## config.mk

```make
export PLATFORM = sky130hd
export DESIGN_NAME = timer8_ctc_pwm_waveform
export DESIGN_NICKNAME = d
export VERILOG_FILES = /design/src/rtl/timer8_wave_pkg.sv /design/src/rtl/timer8_prescaler.sv /design/src/rtl/timer8_ctc_pwm_waveform.sv
export SDC_FILE = /design/constraint.sdc
export NUM_CORES = 1
export LEC_CHECK = 0
export BUFFER_PORTS_ARGS = -buffer_cell sky130_fd_sc_hd__buf_2
export CAP_MARGIN = 10
export CORE_UTILIZATION = 40
export CTS_CLUSTER_DIAMETER = 50
export DETAILED_ROUTE_END_ITERATION = 10
export PLACE_DENSITY = 0.76
export SETUP_SLACK_MARGIN = 0.05
export SYNTH_ARGS = -nofsm -noshare
export SYNTH_HDL_FRONTEND = slang
export SYNTH_SLANG_ARGS = --single-unit
export TNS_END_PERCENT = 50
```

## constraint.sdc

```tcl
create_clock -name ref_clk_i -period 6.8 [get_ports ref_clk_i]
set_clock_uncertainty 0.05 [all_clocks]
set_input_delay 0.68 -clock ref_clk_i [delete_from_list [all_inputs] [get_ports ref_clk_i]]
set_output_delay 0.68 -clock ref_clk_i [all_outputs]
set_load 0.1 [all_outputs]
```

## src/rtl/timer8_wave_pkg.sv

```systemverilog
// Package: constants for the 8-bit timer waveform generator
package timer8_wave_pkg;

  // ----------------------------------------------------------------
  // Counter range
  // ----------------------------------------------------------------
  localparam logic [7:0] CNT_BOTTOM = 8'h00;
  localparam logic [7:0] CNT_MAX = 8'hff;

  // ----------------------------------------------------------------
  // Waveform modes
  // ----------------------------------------------------------------
  localparam logic [1:0] MODE_NORMAL = 2'h0;
  localparam logic [1:0] MODE_PHASE_PWM = 2'h1;
  localparam logic [1:0] MODE_CLEAR_ON_MATCH = 2'h2;
  localparam logic [1:0] MODE_FAST_PWM = 2'h3;

  // ----------------------------------------------------------------
  // Compare output modes
  // ----------------------------------------------------------------
  localparam logic [1:0] CMP_OFF = 2'h0;
  localparam logic [1:0] CMP_TOGGLE = 2'h1;
  localparam logic [1:0] CMP_CLEAR = 2'h2;
  localparam logic [1:0] CMP_SET = 2'h3;

  // ----------------------------------------------------------------
  // Register map (byte addresses, one word apart)
  // ----------------------------------------------------------------
  localparam logic [3:0] REG_CTRL = 4'h0;
  localparam logic [3:0] REG_COMPARE = 4'h4;
  localparam logic [3:0] REG_COUNT = 4'h8;
  localparam logic [3:0] REG_STATUS = 4'hc;

  // ----------------------------------------------------------------
  // Control field positions
  // ----------------------------------------------------------------
  localparam int CTRL_MODE_LSB = 0;
  localparam int CTRL_CMP_LSB = 2;
  localparam int CTRL_DIR_BIT = 4;
  localparam int CTRL_PRESC_LSB = 5;

  // ----------------------------------------------------------------
  // Status field positions and reset values
  // ----------------------------------------------------------------
  localparam int STAT_OVF_BIT = 0;
  localparam int STAT_CMP_BIT = 1;
  localparam int STAT_WAVE_BIT = 2;
  localparam logic [7:0] CTRL_RESET = 8'h00;
  localparam logic [7:0] COMPARE_RESET = 8'h00;

  // ----------------------------------------------------------------
  // Prescale divide ratios
  // ----------------------------------------------------------------
  localparam int PRESC_DIV8 = 8;
  localparam int PRESC_DIV64 = 64;
  localparam int PRESC_DIV256 = 256;
  localparam int PRESC_DIV1024 = 1024;

endpackage

```

## src/rtl/timer8_prescaler.sv

```systemverilog
// Module: prescaler producing the one-cycle timer clock enable
`timescale 1ns/1ps
`default_nettype none
module timer8_prescaler
  import timer8_wave_pkg::*;
#(
  parameter int DIV_W = 10
) (
  input wire logic ref_clk_i,
  input wire logic rst_i,
  input wire logic [2:0] presc_sel_i,
  output logic tick_o
);

  // ----------------------------------------------------------------
  // Free-running divider
  // ----------------------------------------------------------------
  logic [DIV_W-1:0] div_q; // Shared divider so all taps stay in phase

  // Divider counts every cycle
  always_ff @(posedge ref_clk_i) begin
    if (rst_i) begin
      div_q <= '0;
    end else begin
      div_q <= div_q + 1'b1;
    end
  end

  // Tap is due when low bits of the divider are all ones
  function automatic logic tap(input logic [DIV_W-1:0] cnt, input int ratio);
    logic [DIV_W-1:0] mask;
    mask = DIV_W'(ratio - 1);
    return (cnt & mask) == mask;
  endfunction

  // ----------------------------------------------------------------
  // Select tap
  // ----------------------------------------------------------------
  // Selections 6 and 7 (external pin) are not provided: timer stops
  always_comb begin
    case (presc_sel_i)
      3'h1: tick_o = 1'b1;
      3'h2: tick_o = tap(div_q, PRESC_DIV8);
      3'h3: tick_o = tap(div_q, PRESC_DIV64);
      3'h4: tick_o = tap(div_q, PRESC_DIV256);
      3'h5: tick_o = tap(div_q, PRESC_DIV1024);
      default: tick_o = 1'b0;
    endcase
  end

endmodule
`default_nettype wire

```

## src/rtl/timer8_ctc_pwm_waveform.sv

```systemverilog
// Module: 8-bit timer counter with clear-on-match, fast and phase PWM
//
// Operation
// - Mode 2 clears counter at compare match
// - Mode 2 compare writes unbuffered; missed match wraps
// - Mode 2 sets match flag each period
// - Mode 2 field 1 toggles output on match
// - Mode 2 overflow flag on MAX to zero
// - Mode 3 counts bottom to MAX, then clears
// - Mode 3 overflow flag at MAX
// - Mode 3 field 2/3 clear/set on match
// - Mode 3 extreme compare values give spike/constant
// - Mode 3 field 1 toggles, buffering kept
// - Mode 1 counts up, holds MAX, down
// - Mode 1 range fixed at eight bits
// - Mode 1 overflow flag at bottom
// - Mode 1 field 2 clear up, set down
// - Mode 1 extreme compare values give constant levels
// - Mode 1 output at MAX follows up-match
// - Mode 1 missed up-match still transitions output
// - Pin driven only when direction is output
// - PWM modes buffer compare, others immediate
// - Field zero leaves output state alone
// - Match flag set next timer clock
`timescale 1ns/1ps
`default_nettype none
module timer8_ctc_pwm_waveform
  import timer8_wave_pkg::*;
#(
  parameter int CNT_W = 8
) (
  input wire logic ref_clk_i,
  input wire logic rst_i,
  input wire logic [31:0] wb_adr_i,
  input wire logic [31:0] wb_dat_i,
  output logic [31:0] wb_dat_o,
  input wire logic wb_we_i,
  input wire logic [3:0] wb_sel_i,
  input wire logic wb_cyc_i,
  input wire logic wb_stb_i,
  output logic wb_ack_o,
  output logic wb_err_o,
  input wire logic port_data_i,
  output logic wave_pin_o,
  output logic wave_pin_oe_n_o,
  output logic compare_match_flag_o,
  output logic overflow_flag_o
);

  // ----------------------------------------------------------------
  // Registers and state
  // ----------------------------------------------------------------
  logic [7:0] ctrl_q; // Mode, compare mode, direction, prescale
  logic [CNT_W-1:0] compare_value_q; // Active compare value
  logic [CNT_W-1:0] compare_buf_q; // Software-facing buffer
  logic [CNT_W-1:0] counter_value_q; // Counter
  logic count_down_q; // Phase PWM direction
  logic compare_match_flag_q; // Sticky match flag
  logic overflow_flag_q; // Sticky overflow flag
  logic wave_out_q; // Internal output compare state
  logic match_pend_q; // Match seen, flag due at next tick
  logic block_q; // Counter write blocks next match
  logic ack_q; // Bus answer
  logic [31:0] rdata_q; // Read data
  logic tick; // Timer clock enable

  // Control field decode
  logic [1:0] wave_mode_sel;
  logic [1:0] cmp_out_mode;
  logic dir_out;
  logic [2:0] presc_sel;
  assign wave_mode_sel = ctrl_q[CTRL_MODE_LSB +: 2];
  assign cmp_out_mode = ctrl_q[CTRL_CMP_LSB +: 2];
  assign dir_out = ctrl_q[CTRL_DIR_BIT];
  assign presc_sel = ctrl_q[CTRL_PRESC_LSB +: 3];

  logic is_pwm;
  assign is_pwm = (wave_mode_sel == MODE_FAST_PWM) || (wave_mode_sel == MODE_PHASE_PWM);

  // ----------------------------------------------------------------
  // Timer clock enable
  // ----------------------------------------------------------------
  timer8_prescaler #(
    .DIV_W(10)
  ) u_presc (
    .ref_clk_i(ref_clk_i),
    .rst_i(rst_i),
    .presc_sel_i(presc_sel),
    .tick_o(tick)
  );

  // ----------------------------------------------------------------
  // Wishbone decode
  // ----------------------------------------------------------------
  logic bus_req;
  logic bus_wr;
  logic hit_ctrl;
  logic hit_cmp;
  logic hit_cnt;
  logic hit_stat;
  logic mapped;
  assign bus_req = wb_cyc_i && wb_stb_i && !wb_ack_o && !wb_err_o;
  assign bus_wr = bus_req && wb_we_i && wb_sel_i[0];
  assign hit_ctrl = wb_adr_i[3:0] == REG_CTRL;
  assign hit_cmp = wb_adr_i[3:0] == REG_COMPARE;
  assign hit_cnt = wb_adr_i[3:0] == REG_COUNT;
  assign hit_stat = wb_adr_i[3:0] == REG_STATUS;
  assign mapped = (wb_adr_i[31:4] == 28'h0000000) && (hit_ctrl || hit_cmp || hit_cnt || hit_stat);

  logic err_q; // Unmapped access answer

  // Single-wait answer; ack or err one cycle after the request
  always_ff @(posedge ref_clk_i) begin
    if (rst_i) begin
      ack_q <= 1'b0;
      err_q <= 1'b0;
    end else begin
      ack_q <= bus_req && mapped;
      err_q <= bus_req && !mapped;
    end
  end
  assign wb_ack_o = ack_q;
  assign wb_err_o = err_q;

  // Read data captured at request
  always_ff @(posedge ref_clk_i) begin
    if (rst_i) begin
      rdata_q <= 32'h00000000;
    end else if (bus_req && !wb_we_i) begin
      if (hit_ctrl) begin
        rdata_q <= {24'h000000, ctrl_q};
      end else if (hit_cmp) begin
        rdata_q <= {24'h000000, compare_buf_q};
      end else if (hit_cnt) begin
        rdata_q <= {24'h000000, counter_value_q};
      end else if (hit_stat) begin
        rdata_q <= {29'h00000000, wave_out_q, compare_match_flag_q, overflow_flag_q};
      end else begin
        rdata_q <= 32'h00000000;
      end
    end
  end
  assign wb_dat_o = rdata_q;

  // Control register write
  always_ff @(posedge ref_clk_i) begin
    if (rst_i) begin
      ctrl_q <= CTRL_RESET;
    end else if (bus_wr && hit_ctrl) begin
      ctrl_q <= wb_dat_i[7:0];
    end
  end

  // ----------------------------------------------------------------
  // Compare value buffering
  // ----------------------------------------------------------------
  logic at_top; // Reload point of the buffer in PWM modes
  assign at_top = counter_value_q == CNT_MAX;

  // Buffer holds software writes
  always_ff @(posedge ref_clk_i) begin
    if (rst_i) begin
      compare_buf_q <= COMPARE_RESET;
    end else if (bus_wr && hit_cmp) begin
      compare_buf_q <= wb_dat_i[CNT_W-1:0];
    end
  end

  // Active value: immediate outside PWM, loaded at MAX in PWM
  always_ff @(posedge ref_clk_i) begin
    if (rst_i) begin
      compare_value_q <= COMPARE_RESET;
    end else if (!is_pwm) begin
      if (bus_wr && hit_cmp) begin
        compare_value_q <= wb_dat_i[CNT_W-1:0];
      end else begin
        compare_value_q <= compare_buf_q;
      end
    end else if (tick && at_top) begin
      compare_value_q <= compare_buf_q;
    end
  end

  // ----------------------------------------------------------------
  // Counter
  // ----------------------------------------------------------------
  logic match;
  logic cnt_wr;
  assign cnt_wr = bus_wr && hit_cnt;
  assign match = (counter_value_q == compare_value_q) && !block_q;

  // A counter write blocks the match at the following timer clock
  always_ff @(posedge ref_clk_i) begin
    if (rst_i) begin
      block_q <= 1'b0;
    end else if (cnt_wr) begin
      block_q <= 1'b1;
    end else if (tick) begin
      block_q <= 1'b0;
    end
  end

  // Counting sequence by mode
  always_ff @(posedge ref_clk_i) begin
    if (rst_i) begin
      counter_value_q <= CNT_BOTTOM;
      count_down_q <= 1'b0;
    end else if (cnt_wr) begin
      counter_value_q <= wb_dat_i[CNT_W-1:0];
    end else if (tick) begin
      case (wave_mode_sel)
        MODE_CLEAR_ON_MATCH: begin
          // Missed match runs on to MAX and wraps
          if (counter_value_q == compare_value_q) begin
            counter_value_q <= CNT_BOTTOM;
          end else begin
            counter_value_q <= counter_value_q + 1'b1;
          end
        end
        MODE_PHASE_PWM: begin
          // Fixed eight-bit range, holds MAX one tick
          if (!count_down_q) begin
            if (at_top) begin
              // Turn at MAX so MAX stands for one tick only: 510-tick period
              count_down_q <= 1'b1;
              counter_value_q <= counter_value_q - 1'b1;
            end else begin
              counter_value_q <= counter_value_q + 1'b1;
            end
          end else if (counter_value_q == CNT_BOTTOM) begin
            count_down_q <= 1'b0;
            counter_value_q <= counter_value_q + 1'b1;
          end else begin
            counter_value_q <= counter_value_q - 1'b1;
          end
        end
        default: begin
          // Fast PWM and normal: wrap MAX to bottom
          count_down_q <= 1'b0;
          counter_value_q <= counter_value_q + 1'b1;
        end
      endcase
    end
  end

  // ----------------------------------------------------------------
  // Flags
  // ----------------------------------------------------------------
  logic ovf_event;
  always_comb begin
    case (wave_mode_sel)
      MODE_FAST_PWM: ovf_event = tick && at_top;
      MODE_PHASE_PWM: ovf_event = tick && count_down_q &&
                                  (counter_value_q == CNT_BOTTOM);
      default: ovf_event = tick && at_top;
    endcase
  end

  // Match registered, flag raised at the next timer clock
  always_ff @(posedge ref_clk_i) begin
    if (rst_i) begin
      match_pend_q <= 1'b0;
    end else if (tick) begin
      match_pend_q <= match;
    end
  end

  logic stat_clr_ovf;
  logic stat_clr_cmp;
  assign stat_clr_ovf = bus_wr && hit_stat && wb_dat_i[STAT_OVF_BIT];
  assign stat_clr_cmp = bus_wr && hit_stat && wb_dat_i[STAT_CMP_BIT];

  // Write-one-to-clear; set wins over a clear in the same cycle
  always_ff @(posedge ref_clk_i) begin
    if (rst_i) begin
      overflow_flag_q <= 1'b0;
      compare_match_flag_q <= 1'b0;
    end else begin
      if (ovf_event) begin
        overflow_flag_q <= 1'b1;
      end else if (stat_clr_ovf) begin
        overflow_flag_q <= 1'b0;
      end
      if (tick && match_pend_q) begin
        compare_match_flag_q <= 1'b1;
      end else if (stat_clr_cmp) begin
        compare_match_flag_q <= 1'b0;
      end
    end
  end
  assign overflow_flag_o = overflow_flag_q;
  assign compare_match_flag_o = compare_match_flag_q;

  // ----------------------------------------------------------------
  // Waveform generator
  // ----------------------------------------------------------------
  logic inv; // Inverting polarity when field is three
  assign inv = cmp_out_mode[0];

  // Output state updated on timer clock only
  always_ff @(posedge ref_clk_i) begin
    if (rst_i) begin
      wave_out_q <= 1'b0;
    end else if (tick && cmp_out_mode != CMP_OFF) begin
      case (wave_mode_sel)
        MODE_FAST_PWM: begin
          if (cmp_out_mode == CMP_TOGGLE) begin
            if (match) begin
              wave_out_q <= !wave_out_q;
            end
          end else if (at_top) begin
            // Bottom level wins over a match at MAX: constant level
            wave_out_q <= !inv;
          end else if (match) begin
            wave_out_q <= inv;
          end
        end
        MODE_PHASE_PWM: begin
          // Toggle field is reserved here, no action
          if (cmp_out_mode != CMP_TOGGLE) begin
            if (at_top && !count_down_q) begin
              // At MAX show the up-match result unless compare is MAX
              if (compare_value_q == CNT_MAX) begin
                wave_out_q <= !inv;
              end else begin
                wave_out_q <= inv;
              end
            end else if (count_down_q && counter_value_q == CNT_BOTTOM) begin
              // Bottom keeps the down-match level; compare zero stays at the up-match level (low for field 2, high for field 3)
              if (compare_value_q == CNT_BOTTOM) begin
                wave_out_q <= inv;
              end
            end else if (match) begin
              wave_out_q <= count_down_q ? !inv : inv;
            end
          end
        end
        default: begin
          // Non-PWM: toggle, clear or set on match
          if (match) begin
            case (cmp_out_mode)
              CMP_TOGGLE: wave_out_q <= !wave_out_q;
              CMP_CLEAR: wave_out_q <= 1'b0;
              default: wave_out_q <= 1'b1;
            endcase
          end
        end
      endcase
    end
  end

  // ----------------------------------------------------------------
  // Pin drive
  // ----------------------------------------------------------------
  // Override only when the compare mode is nonzero; otherwise port data
  assign wave_pin_o = (cmp_out_mode != CMP_OFF) ? wave_out_q : port_data_i;
  assign wave_pin_oe_n_o = !dir_out;

endmodule
`default_nettype wire

```

## After elaboration in Yosys (flattened, before gate mapping)

Index checks and enable logic that the tools add are counted.

| cells by class | value |
|---|---|
| muxes and demuxes | 41 |
| eq/ne operators | 27 |
| reduce and logical (&&, ||, !) cells | 47 |
| $add $sub $neg | 3 |
| bitwise logic cells | 2 |

Operator list:

| kind | number |
|---|---|
| 8-bit 2-to-1 mux | 12 |
| 28-bit zero test | 1 |
| 8-bit equality test, second input constant | 3 |
| 1-bit logical AND | 23 |
| 1-bit 2-to-1 mux | 23 |
| 8-bit zero test | 2 |
| 8-bit case mux with 2 select lines | 1 |
| 10-bit by 1-bit adder with 10-bit output, second input constant | 1 |
| 10-bit equality test, second input constant | 1 |
| 3-bit equality test, second input constant | 3 |
| 1-bit zero test | 9 |
| 8-bit by 1-bit adder with 8-bit output, second input constant | 1 |
| 4-bit equality test, second input constant | 2 |
| 8-bit equality test | 1 |
| 2-bit nonzero test | 4 |
| 8-bit by 1-bit subtractor with 8-bit output, second input constant | 1 |
| 7-bit AND reduction | 1 |
| 2-bit equality test, second input constant | 3 |
| 3-bit by 2-bit equality test with 1-bit output, second input constant | 2 |
| 6-bit equality test, second input constant | 1 |
| 2-bit by 1-bit != test with 1-bit output, second input constant | 3 |
| 3-bit != test, second input constant | 2 |
| 1-bit case mux with 2 select lines | 3 |
| 1-bit case mux with 5 select lines | 1 |
| other kinds (11) | 16 |

| storage, ports and cells | value |
|---|---|
| bits in registers | 82 |
| word-level logic and storage cells | 134 |
| output and inout bits | 38 |

## Longest topological paths before layout

Gate-level depths: netlist (run 1).

| logic depth | value |
|---|---|
| depth in word-level cells | 9 |
| mapped depth | 9 |

## By module

From an unflattened synthesis (run 1), not the netlist that was laid out.

| second synthesis, totals | value |
|---|---|
| cells, all modules | 448 |
| area total of the unflattened synthesis | 3712.3 um^2 |

Modules (own cells, without submodules):

| module | seq. area each (um^2) | instances | area an instance (um^2) | cells an instance |
|---|---|---|---|---|
| timer8_ctc_pwm_waveform | 960.9 | 1 | 3216.8 | 395 |
| timer8_prescaler | 200.2 | 1 | 495.5 | 53 |

## Worst setup path before layout (run 1)

Ideal clock, no wire load.

| timing | value |
|---|---|
| path kind | reg2reg |
| start | reg err_q, in the netlist wb_err_o |
| end | reg rdata_q[6], in the netlist wb_dat_o[6] |
| data arrival time | 2.275 ns |
| slack | 4.407 ns |
| cell stages (with the launch flop) | 7 |
| library setup time | 0.068 ns |
| buffers on the path | 1 |
| path through | dfxtp_1 > nand4bb_1 > or2_2 > clkbuf_1 > nor3_1 > a22oi_1 > nor2_1 |

| on the way | value |
|---|---|
| cells in the longest elaborated chain, start to end | 3 |

RTL lines:

| item | RTL line | source |
|---|---|---|
| start: declaration | timer8_ctc_pwm_waveform.sv:110 | `logic err_q;` |
| start signal: assignment | timer8_ctc_pwm_waveform.sv:119 | `err_q <= bus_req && !mapped;` |
| 1-bit zero test | timer8_ctc_pwm_waveform.sv:102 | `assign bus_req = wb_cyc_i && wb_stb_i && !wb_ack_o && !wb_err_o;` |
| 1-bit logical AND | timer8_ctc_pwm_waveform.sv:102 |  |
| 1-bit logical AND | timer8_ctc_pwm_waveform.sv:129 | `end else if (bus_req && !wb_we_i) begin` |
| end signal: assignment | timer8_ctc_pwm_waveform.sv:131 | `rdata_q <= {24'h000000, ctrl_q};` |
| end signal: assignment | timer8_ctc_pwm_waveform.sv:133 | `rdata_q <= {24'h000000, compare_buf_q};` |
| end signal: assignment | timer8_ctc_pwm_waveform.sv:135 | `rdata_q <= {24'h000000, counter_value_q};` |
| end: declaration | timer8_ctc_pwm_waveform.sv:64 | `logic [31:0] rdata_q;` |

No other way between the ends.
A chain may end at the register's enable or synchronous reset.

## Worst setup path in the final report (run 1)

| timing | value |
|---|---|
| start | reg u_presc.div_q[0] |
| end | reg compare_value_q[1] |

| on the way | value |
|---|---|
| cells in the longest elaborated chain, start to end | 4 |
| elaborated cells between the ends (all ways) | 7 |

RTL lines:

| item | RTL line | source |
|---|---|---|
| start: declaration | timer8_prescaler.sv:18 | `logic [DIV_W-1:0] div_q;` |
| start signal: assignment | timer8_prescaler.sv:25 | `div_q <= div_q + 1'b1;` |
| 10-bit equality test (tied with other cells) | timer8_prescaler.sv:33 | `return (cnt & mask) == mask;` |
| 1-bit case mux with 5 select lines * | timer8_prescaler.sv:41 | `case (presc_sel_i)` |
| 1-bit logical AND * | timer8_ctc_pwm_waveform.sv:179 | `end else if (tick && at_top) begin` |
| 2-bit by 1-bit != test with 1-bit output (no source line) * | -- |  |
| end signal: assignment | timer8_ctc_pwm_waveform.sv:175 | `compare_value_q <= wb_dat_i[CNT_W-1:0];` |
| end signal: assignment | timer8_ctc_pwm_waveform.sv:177 | `compare_value_q <= compare_buf_q;` |
| end signal: assignment | timer8_ctc_pwm_waveform.sv:180 | `compare_value_q <= compare_buf_q;` |
| end: declaration | timer8_ctc_pwm_waveform.sv:54 | `logic [CNT_W-1:0] compare_value_q;` |

Every way passes the cells marked *; elsewhere a longest branch is shown, timed or not.

==> impl_results.rst, run 1 <==
.. list-table::
   :header-rows: 1

   * - Metric
     - Value
   * - Outcome
     - complete, no violations
   * - Capture endpoint of the worst hold path
     - u_presc.div_q[0]
   * - Count of final setup violators
     - 0
   * - Pin count of the biggest net entering global routing
     - 61
   * - DRC violation count after routing
     - 0
   * - Launch point of the worst hold path
     - u_presc.div_q[0]
   * - Dominant cell type by count on the critical path
     - a211oi_1
   * - Area growth syn-to-layout
     - 12.4%
   * - Predominant post-synthesis flop cell
     - dfxtp_1
   * - Cell internal pwr
     - approximately 0.56 mW
   * - End of the worst register-to-register path
     - compare_value_q[1]
   * - Minimum period implied by the final worst setup slack
     - 2790 ps
   * - Element type at the critical path end
     - flop
   * - Total Power Consumption
     - 0.779 mW
   * - Hold crit path type
     - flop to flop
   * - Number of clock sinks
     - 58
   * - Vias in the first global route
     - around 3,000
   * - Mean instance size in the synthesized netlist
     - 8.39 um2
   * - I/O Pins
     - 112
   * - Total clock buffers created by CTS
     - 9
   * - First-pass iteration count of the detailed router
     - 6
   * - Seq/Total Area, Yosys
     - 33.0%
   * - Area enclosed by the die boundary
     - between 9000 and 10,000 um2
   * - Static leakage power
     - ~1.7 nW
   * - Number of synthesized flops with an enable pin
     - 0
   * - Fin util
     - between 40% and 50%
   * - Clock-pin slew of the registers on the worst-case setup and hold paths
     - 60 ps
   * - Maximum buffer depth of the clock tree
     - 2
   * - CP Launch Type
     - flop
   * - Proportion of register bits with asynchronous set or reset after synthesis
     - 0%
   * - Max capacitance violation total
     - 0
   * - Gate power share
     - 13.3%
   * - Routed Antenna Nets
     - 0
   * - Total buffers and inverters traversed by the critical path
     - 0
   * - Global-route wire length before repair
     - ~14,000 um
   * - Slew of the pin with the lowest slew margin
     - 1170 ps
   * - Total standard cell area after synthesis
     - ~3500 um2
   * - HPWL after DPL
     - between 6000 and 7000 um
   * - Cells after synthesis
     - between 400 and 500
   * - Die height
     - 95.7 um
   * - Leading cell types by count after synthesis
     - 58 x dfxtp_1, 48 x nor2_1, 35 x nand2_1, 27 x buf_4, 20 x a211oi_1
   * - Fraction of synthesized cell area taken by the top area cell type
     - 33.0%
   * - Die Width
     - 95.7 um
   * - DR vias
     - 3,265
   * - Wire length per cell
     - 15.9 um
   * - Vias per std cell
     - ~5.7
   * - Initial antenna violation count
     - 0
   * - Largest vdd supply drop
     - approximately 0.11 mV
   * - Required time reported for the critical path endpoint
     - ~7000 ps
   * - Max stage delay cell, worst path
     - nor2_1
   * - ANT cells
     - 0
   * - R2r startpoint
     - u_presc.div_q[0]
   * - Timing-limited maximum frequency
     - between 0.3 and 0.4 GHz
   * - Starting Density
     - 42.1%
   * - Net count reported at finish
     - 549
   * - Worst slack, placed
     - 4020 ps
   * - Count of routing violations after the opening detailed-route iteration
     - 197
   * - Number of levels the H-tree was split into
     - 3
   * - Fin crit share
     - 41.1%
   * - Count of final max-slew check failures
     - 0
   * - Area of the core region
     - 8340 um2
   * - Total detailed-routing wirelength
     - 9140 um
   * - Pwr Density
     - 197 nW/um2
   * - Count of buffers inserted at the top-level ports
     - 60
   * - Depth of the most critical reg-to-reg path
     - 7
   * - Clock network power share
     - 42.4%
   * - Total global-route track usage
     - 21.0%
   * - Net switching power of the design
     - 0.222 mW
   * - CTS root buffer
     - clkbuf_8
   * - Largest fanout on the critical path
     - 8
   * - Worst-skew pair later-pin latency
     - 350 ps
   * - Post-synthesis sequential element count
     - 58
   * - Routability-driven placement congestion ratio
     - around 0.88
   * - Ranking of synthesized cells by area
     - dfxtp_1 33%, buf_4 5.8%, nor2_1 5.1%
   * - Area leader, netlist
     - dfxtp_1
   * - Worst slew margin relative to its limit
     - between 20 and 25%
   * - CP cell instances
     - ha_1 -> nand4_1 -> nor4b_2 -> o21ai_1 -> nor2_1 -> a211oi_1 -> a211oi_1
   * - Reg-to-reg slack, setup
     - 4010 ps
   * - Number of hold violations in the final report
     - 0
   * - Switch share
     - 28.5%
   * - CTS tree
     - done
   * - Worst EP arrival
     - 2990 ps
   * - Most repeated cell in the gate-level netlist after synthesis
     - dfxtp_1
   * - Setup TNS
     - 0 ps
   * - Grt total ovfl
     - 0
   * - Cell class contributing the biggest share of worst-path delay
     - simple AND/OR/NAND/NOR gates
   * - Crit Path Category
     - flop to flop
   * - Yosys warnings
     - 0
   * - Cts-stage hold buffer count
     - 0
   * - Flop pwr share
     - 44.3%
   * - Layout cells sized above 1
     - a little under a fifth
   * - Row Count
     - 33
   * - Setup Fix Bufs, Post-CTS
     - 0
   * - Setup repair after global routing missed its margin
     - no
   * - Hold-critical path depth
     - 1
   * - Final setup margin
     - about 4000 ps
   * - Library cells used by synthesis
     - 56
   * - Maximum single-stage delay on the critical path
     - 620 ps
   * - Post-cts gate resize count
     - 0
[flip-flops by register name (all words and copies together) (netlist names), 8 cells and up]
name,cells
compare_value_q,8
ctrl_q,8
compare_buf_q,8
counter_value_q,8
wb_dat_o,8
u_presc.div_q,10
[power by group through the flow]
stage	sequential [mW]	clock (mW)	combinational, mW
5_1_grt	0.345	0.349	0.109
2_1_floorplan	0.353	0	0.0918
6_report	0.345	0.330	0.104
3_5_place_dp	0.353	0	0.103
3_3_place_gp	0.352	0	0.102
4_1_cts	0.345	0.336	0.103
[stage by stage]
step	hold slack, ps	std cells	area [um2]
after global placement	391	561	3750
after CTS	417	576	3950
after detailed placement	403	561	3750
after floorplan	376	442	3600
after global routing	445	576	3950
final	411	576	3950
[layout by cell type, fill, tap and decap left out, types with 18 or more instances in the layout]
master | Yosys | routed
a211oi_1 | 20 | 20
a21oi_1 | 18 | 18
buf_2 | 1 | 60
conb_1 | 1 | 24
dfxtp_1 | 58 | 58
nand2_1 | 35 | 35
nor2_1 | 48 | 48
nor4_1 | 18 | 18
[worst register-to-register path, cell delays in order, from the launching register on]
cell,delay [ps]
dfxtp_1,360
ha_1,260
nand4_1,140
nor4b_2,420
o21ai_1,380
nor2_1,620
a211oi_1,190
a211oi_1,270
[metal layers]
layer  up-vias  GRT usage [%]  share of wire (%)
li1       1557              -                  -
met3        25           4.66                6.7
met4         0           9.45                2.8
met1      1526           25.0                 42
met5         -              0                  0
met2       157           36.1                 48
[layout make-up]
type,instances,area [um2]
tap,105,131
fill,830,4390
sequential,58,1160
clock inverter,2,35.0
multi-input combinational,325,2100
clock buffer,13,169
inverter,12,45.0
timing repair buffer,61,308
[how the worst max path moves through the flow]
stage,start,endpoint,cells after the start
after global placement,counter_value_q[0],counter_value_q[2],7
after detailed placement,u_presc.div_q[0],compare_value_q[6],7
after floorplan,wb_err_o,wb_dat_o[6],6
after CTS,u_presc.div_q[0],compare_value_q[1],7
final,u_presc.div_q[0],compare_value_q[1],7
after global routing,u_presc.div_q[0],compare_value_q[6],7
[cells by family (layout without fill, tap and decap cells)]
logic type	after synthesis	after routing	share of synthesized area, %
buffers and inverters	59	88	9.65
muxes	19	19	6.51
DFF	58	58	33.0
other	1	24	0.107
and+or+nand+nor	166	166	24.5
xor gates and xnor gates	25	25	6.23
adders and majority gates	8	8	2.85
AOI/OAI and AO/OA	83	83	17.1
(Power assumes the default switching activity.)
==> inputs of run 2 (changes only) <==
--- a/config.mk
+++ b/config.mk
@@ -5,12 +5,13 @@
 export SDC_FILE = /design/constraint.sdc
 export NUM_CORES = 1
 export LEC_CHECK = 0
+export ABC_AREA = 1
 export BUFFER_PORTS_ARGS = -buffer_cell sky130_fd_sc_hd__buf_2
 export CAP_MARGIN = 10
 export CORE_UTILIZATION = 40
 export CTS_CLUSTER_DIAMETER = 50
 export DETAILED_ROUTE_END_ITERATION = 10
-export PLACE_DENSITY = 0.76
+export PLACE_DENSITY = 0.78
 export SETUP_SLACK_MARGIN = 0.05
 export SYNTH_ARGS = -nofsm -noshare
 export SYNTH_HDL_FRONTEND = slang
==> constraint.sdc (replaced) <==
create_clock -name ref_clk_i -period 2.3 [get_ports ref_clk_i]
set_clock_uncertainty 0.05 [all_clocks]
set_input_delay 0.23 -clock ref_clk_i [delete_from_list [all_inputs] [get_ports ref_clk_i]]
set_output_delay 0.23 -clock ref_clk_i [all_outputs]
set_load 0.1 [all_outputs]
==> impl_results.rst, run 2 <==
.. list-table::
   :header-rows: 1

   * - Metric
     - Value
   * - Outcome
     - finished with violations
   * - Failing checks
     - design-rule violations
   * - Clock network power share
     - 42.6%
   * - CP Launch Type
     - flop
   * - Leading cell type in the layout, fill and taps excluded
     - nand2_1
   * - Area of the core region
     - slightly below 9000 um2
   * - Capture endpoint of the worst hold path
     - wb_ack_o
   * - Count of final setup violators
     - 0
   * - I/O Pins
     - 112
   * - Pin count of the biggest net entering global routing
     - 33
   * - Final hold slack
     - 101 ps
   * - Post-synthesis sequential element count
     - 58
   * - Worst EP arrival
     - 2280 ps
   * - Row Count
     - 34
   * - Maximum buffer depth of the clock tree
     - 2
   * - Most used cells in the layout excluding fill and tap cells
     - 119 x nand2_1, 60 x buf_2, 58 x nor2_1, 58 x dfxtp_1, 52 x inv_1
   * - Mean instance size in the synthesized netlist
     - 6.89 um2
   * - Launch point of the worst hold path
     - wb_adr_i[18]
   * - Cell total after placement
     - 694
   * - Total clock buffers created by CTS
     - 9
   * - Cts-stage hold buffer count
     - 0
   * - Total standard cell area after synthesis
     - 3680 um2
   * - Proportion of register bits with asynchronous set or reset after synthesis
     - 0%
   * - Number of clock sinks
     - a little under 60
   * - Depth of the most critical reg-to-reg path
     - 12
   * - Slew of the pin with the lowest slew margin
     - 502 ps
   * - Wire length per cell
     - 14.0 um
   * - Die Width
     - about 98 um
   * - Area leader, netlist
     - dfxtp_1
   * - Fraction of synthesized cell area taken by the top area cell type
     - a little under a third
   * - Vias per std cell
     - 5.22
   * - Flip-flop count of the largest register, all copies and words added
     - 10
   * - Largest fanout on the critical path
     - 7
   * - Routability-driven placement congestion ratio
     - 0.953
   * - Worst slew margin relative to its limit
     - between 60 and 70%
   * - Number of levels the H-tree was split into
     - 3
   * - Count of final max-slew check failures
     - 0
   * - Initial antenna violation count
     - 0
   * - Net count reported at finish
     - between 600 and 700
   * - Leading cell types by count after synthesis
     - 120 x nand2_1, 59 x nor2_1, 58 x dfxtp_1, 52 x inv_1, 30 x a21oi_1
   * - Most repeated cell in the gate-level netlist after synthesis
     - nand2_1
   * - Layout cells sized above 1
     - 22.6%
   * - Seq/Total Area, Yosys
     - 31.5%
   * - Layout fillers
     - 879
   * - Element type at the critical path end
     - flop
   * - Ranking of synthesized cells by area
     - dfxtp_1 32%, nand2_1 12%, nor2_1 6.0%
   * - Start point of the critical path
     - counter_value_q[0]
   * - Required time reported for the critical path endpoint
     - roughly 2500 ps
   * - Register with the most flip-flops
     - u_presc.div_q
   * - DRC violation count after routing
     - 4
   * - Clock-pin slew of the registers on the worst-case setup and hold paths
     - 70 ps
   * - First-pass iteration count of the detailed router
     - 8
   * - Number of cells in the finished layout apart from fillers
     - 711
   * - Area taken by multi-input logic gates
     - 2100 um2
   * - Reg-to-reg slack, setup
     - between 200 and 250 ps
   * - HPWL after DPL
     - 7510 um
   * - CTS tree
     - done
   * - Minimum period implied by the final worst setup slack
     - ~2100 ps
   * - Fin crit share
     - 91.2%
   * - Cells after synthesis
     - 535
   * - Grt total ovfl
     - 0
   * - Largest vdd supply drop
     - around 0.29 mV
   * - Crit Path Category
     - flop to flop
   * - Switch share
     - 31.6%
   * - Die height
     - 98.0 um
   * - Worst-skew pair later-pin latency
     - ~350 ps
   * - Max capacitance violation total
     - 0
   * - Flop pwr share
     - 41.6%
   * - CTS root buffer
     - clkbuf_8
   * - Timing-limited maximum frequency
     - 0.477 GHz
   * - R2r startpoint
     - counter_value_q[0]
   * - Pwr Density
     - roughly 580 nW/um2
   * - Cell internal pwr
     - 1.69 mW
   * - Starting Density
     - 41.8%
   * - Number of synthesized flops with an enable pin
     - 0
   * - Predominant post-synthesis flop cell
     - dfxtp_1
   * - Total detailed-routing wirelength
     - 9940 um
   * - Net switching power of the design
     - 0.782 mW
   * - Static leakage power
     - 1.87 nW
   * - End of the worst register-to-register path
     - counter_value_q[6]
   * - Area enclosed by the die boundary
     - between 9000 and 10,000 um2
   * - Gate power share
     - 15.8%
   * - Global-route wire length before repair
     - around 17,000 um
   * - Library cells used by synthesis
     - 43
   * - Area of all sequential standard cells
     - 1160 um2
   * - Setup repair after global routing missed its margin
     - no
   * - Hold crit path type
     - primary input to flop
   * - Vias in the first global route
     - 3,541
   * - Total global-route track usage
     - between 20% and 30%
   * - Yosys warnings
     - 0
   * - Setup TNS
     - 0 ps
   * - ANT cells
     - 0
   * - Count of routing violations after the opening detailed-route iteration
     - 366
   * - DR vias
     - 3,710
   * - Area growth syn-to-layout
     - 15.1%
   * - Hold-critical path depth
     - 4
   * - Count of buffers inserted at the top-level ports
     - 60
   * - Number of hold violations in the final report
     - 0
   * - Routed Antenna Nets
     - 0
-- run 2: cell types whose count changed after synthesis, moves of 12 or more --
cell,before,now
mux2i_1,15,0
a21oi_1,18,30
o21ai_0,7,23
a31oi_1,0,12
inv_1,12,52
a211oi_1,20,1
nand2_1,35,120
-- run 2: power by group through the flow --
stage	Clock, mW	Sequential, mW	Combinational [mW]
global route	1.11	1.03	0.408
floorplan	0	1.10	0.284
finish	1.05	1.03	0.390
CTS	1.06	1.03	0.387
global placement	0	1.05	0.382
detailed placement	0	1.05	0.387
-- run 2: how the worst max path moves through the flow --
stage / endpoint / depth (start not counted)
after floorplan: wave_pin_o / 3
after global placement: counter_value_q[6] / 12
after detailed placement: counter_value_q[6] / 12
after CTS: counter_value_q[6] / 14
after global routing: counter_value_q[2] / 12
final: counter_value_q[6] / 12
-- run 2: critical path: stages, from the launching register on --
cell     delay, ps
dfxtp_1        460
ha_1           240
nand2_1         60
nor2_1         250
nand2_2        220
nand2_4        140
nand2_2         80
nand2_2         80
nand3_4        130
nand2_1         80
o21ai_1         60
nand2_1         70
a21oi_2         50
-- run 2: logic make-up after synthesis --
kind of cell	after synthesis	share of synthesized area, %
AO/OA/AOI/OAI	101	16.8
XOR/XNOR	15	3.57
adder cells (fa/ha/maj)	8	2.72
buffers and inverters	102	14.1
flip-flops	58	31.5
other	1	0.102
AND/OR/NAND/NOR	250	31.2
-- run 2: metal layers --
| layer | part of all wire, % | global-route usage (%) |
|---|---|---|
| met5 | 0 | 0 |
| met4 | 2.7 | 9.21 |
| met3 | 7.3 | 5.30 |
| met2 | 47 | 35.9 |
| met1 | 43 | 27.2 |
-- run 2: metrics by stage --
| stage | area, um2 | utilization (%) | worst slack [ps] | power [mW] |
|---|---|---|---|---|
| 5_1_grt | 4240 | 48.2 | 66.8 | 2.55 |
| 4_1_cts | 4210 | 47.8 | 202 | 2.48 |
| 3_3_place_gp | 3990 | 45.3 | 279 | 1.43 |
| 3_5_place_dp | 3990 | 45.3 | 236 | 1.44 |
| 6_report | 4240 | 48.2 | 202 | 2.47 |
| 2_1_floorplan | 3770 | - | 58.0 | 1.39 |
-- run 2: final cells by class --
cell class	count	area share (%)
tap	108	3.19
timing repair buffer	69	8.97
clock buffer	9	2.92
sequential	58	27.4
multi-input combinational	398	49.5
inverter	62	5.81
clock inverter	7	2.21
-- run 2: what timing repair did --
action / in CTS / in global routing
setup buffers: 0 / 1
endpoints found under the setup margin: 0 / 15
gates resized for setup: 0 / 5
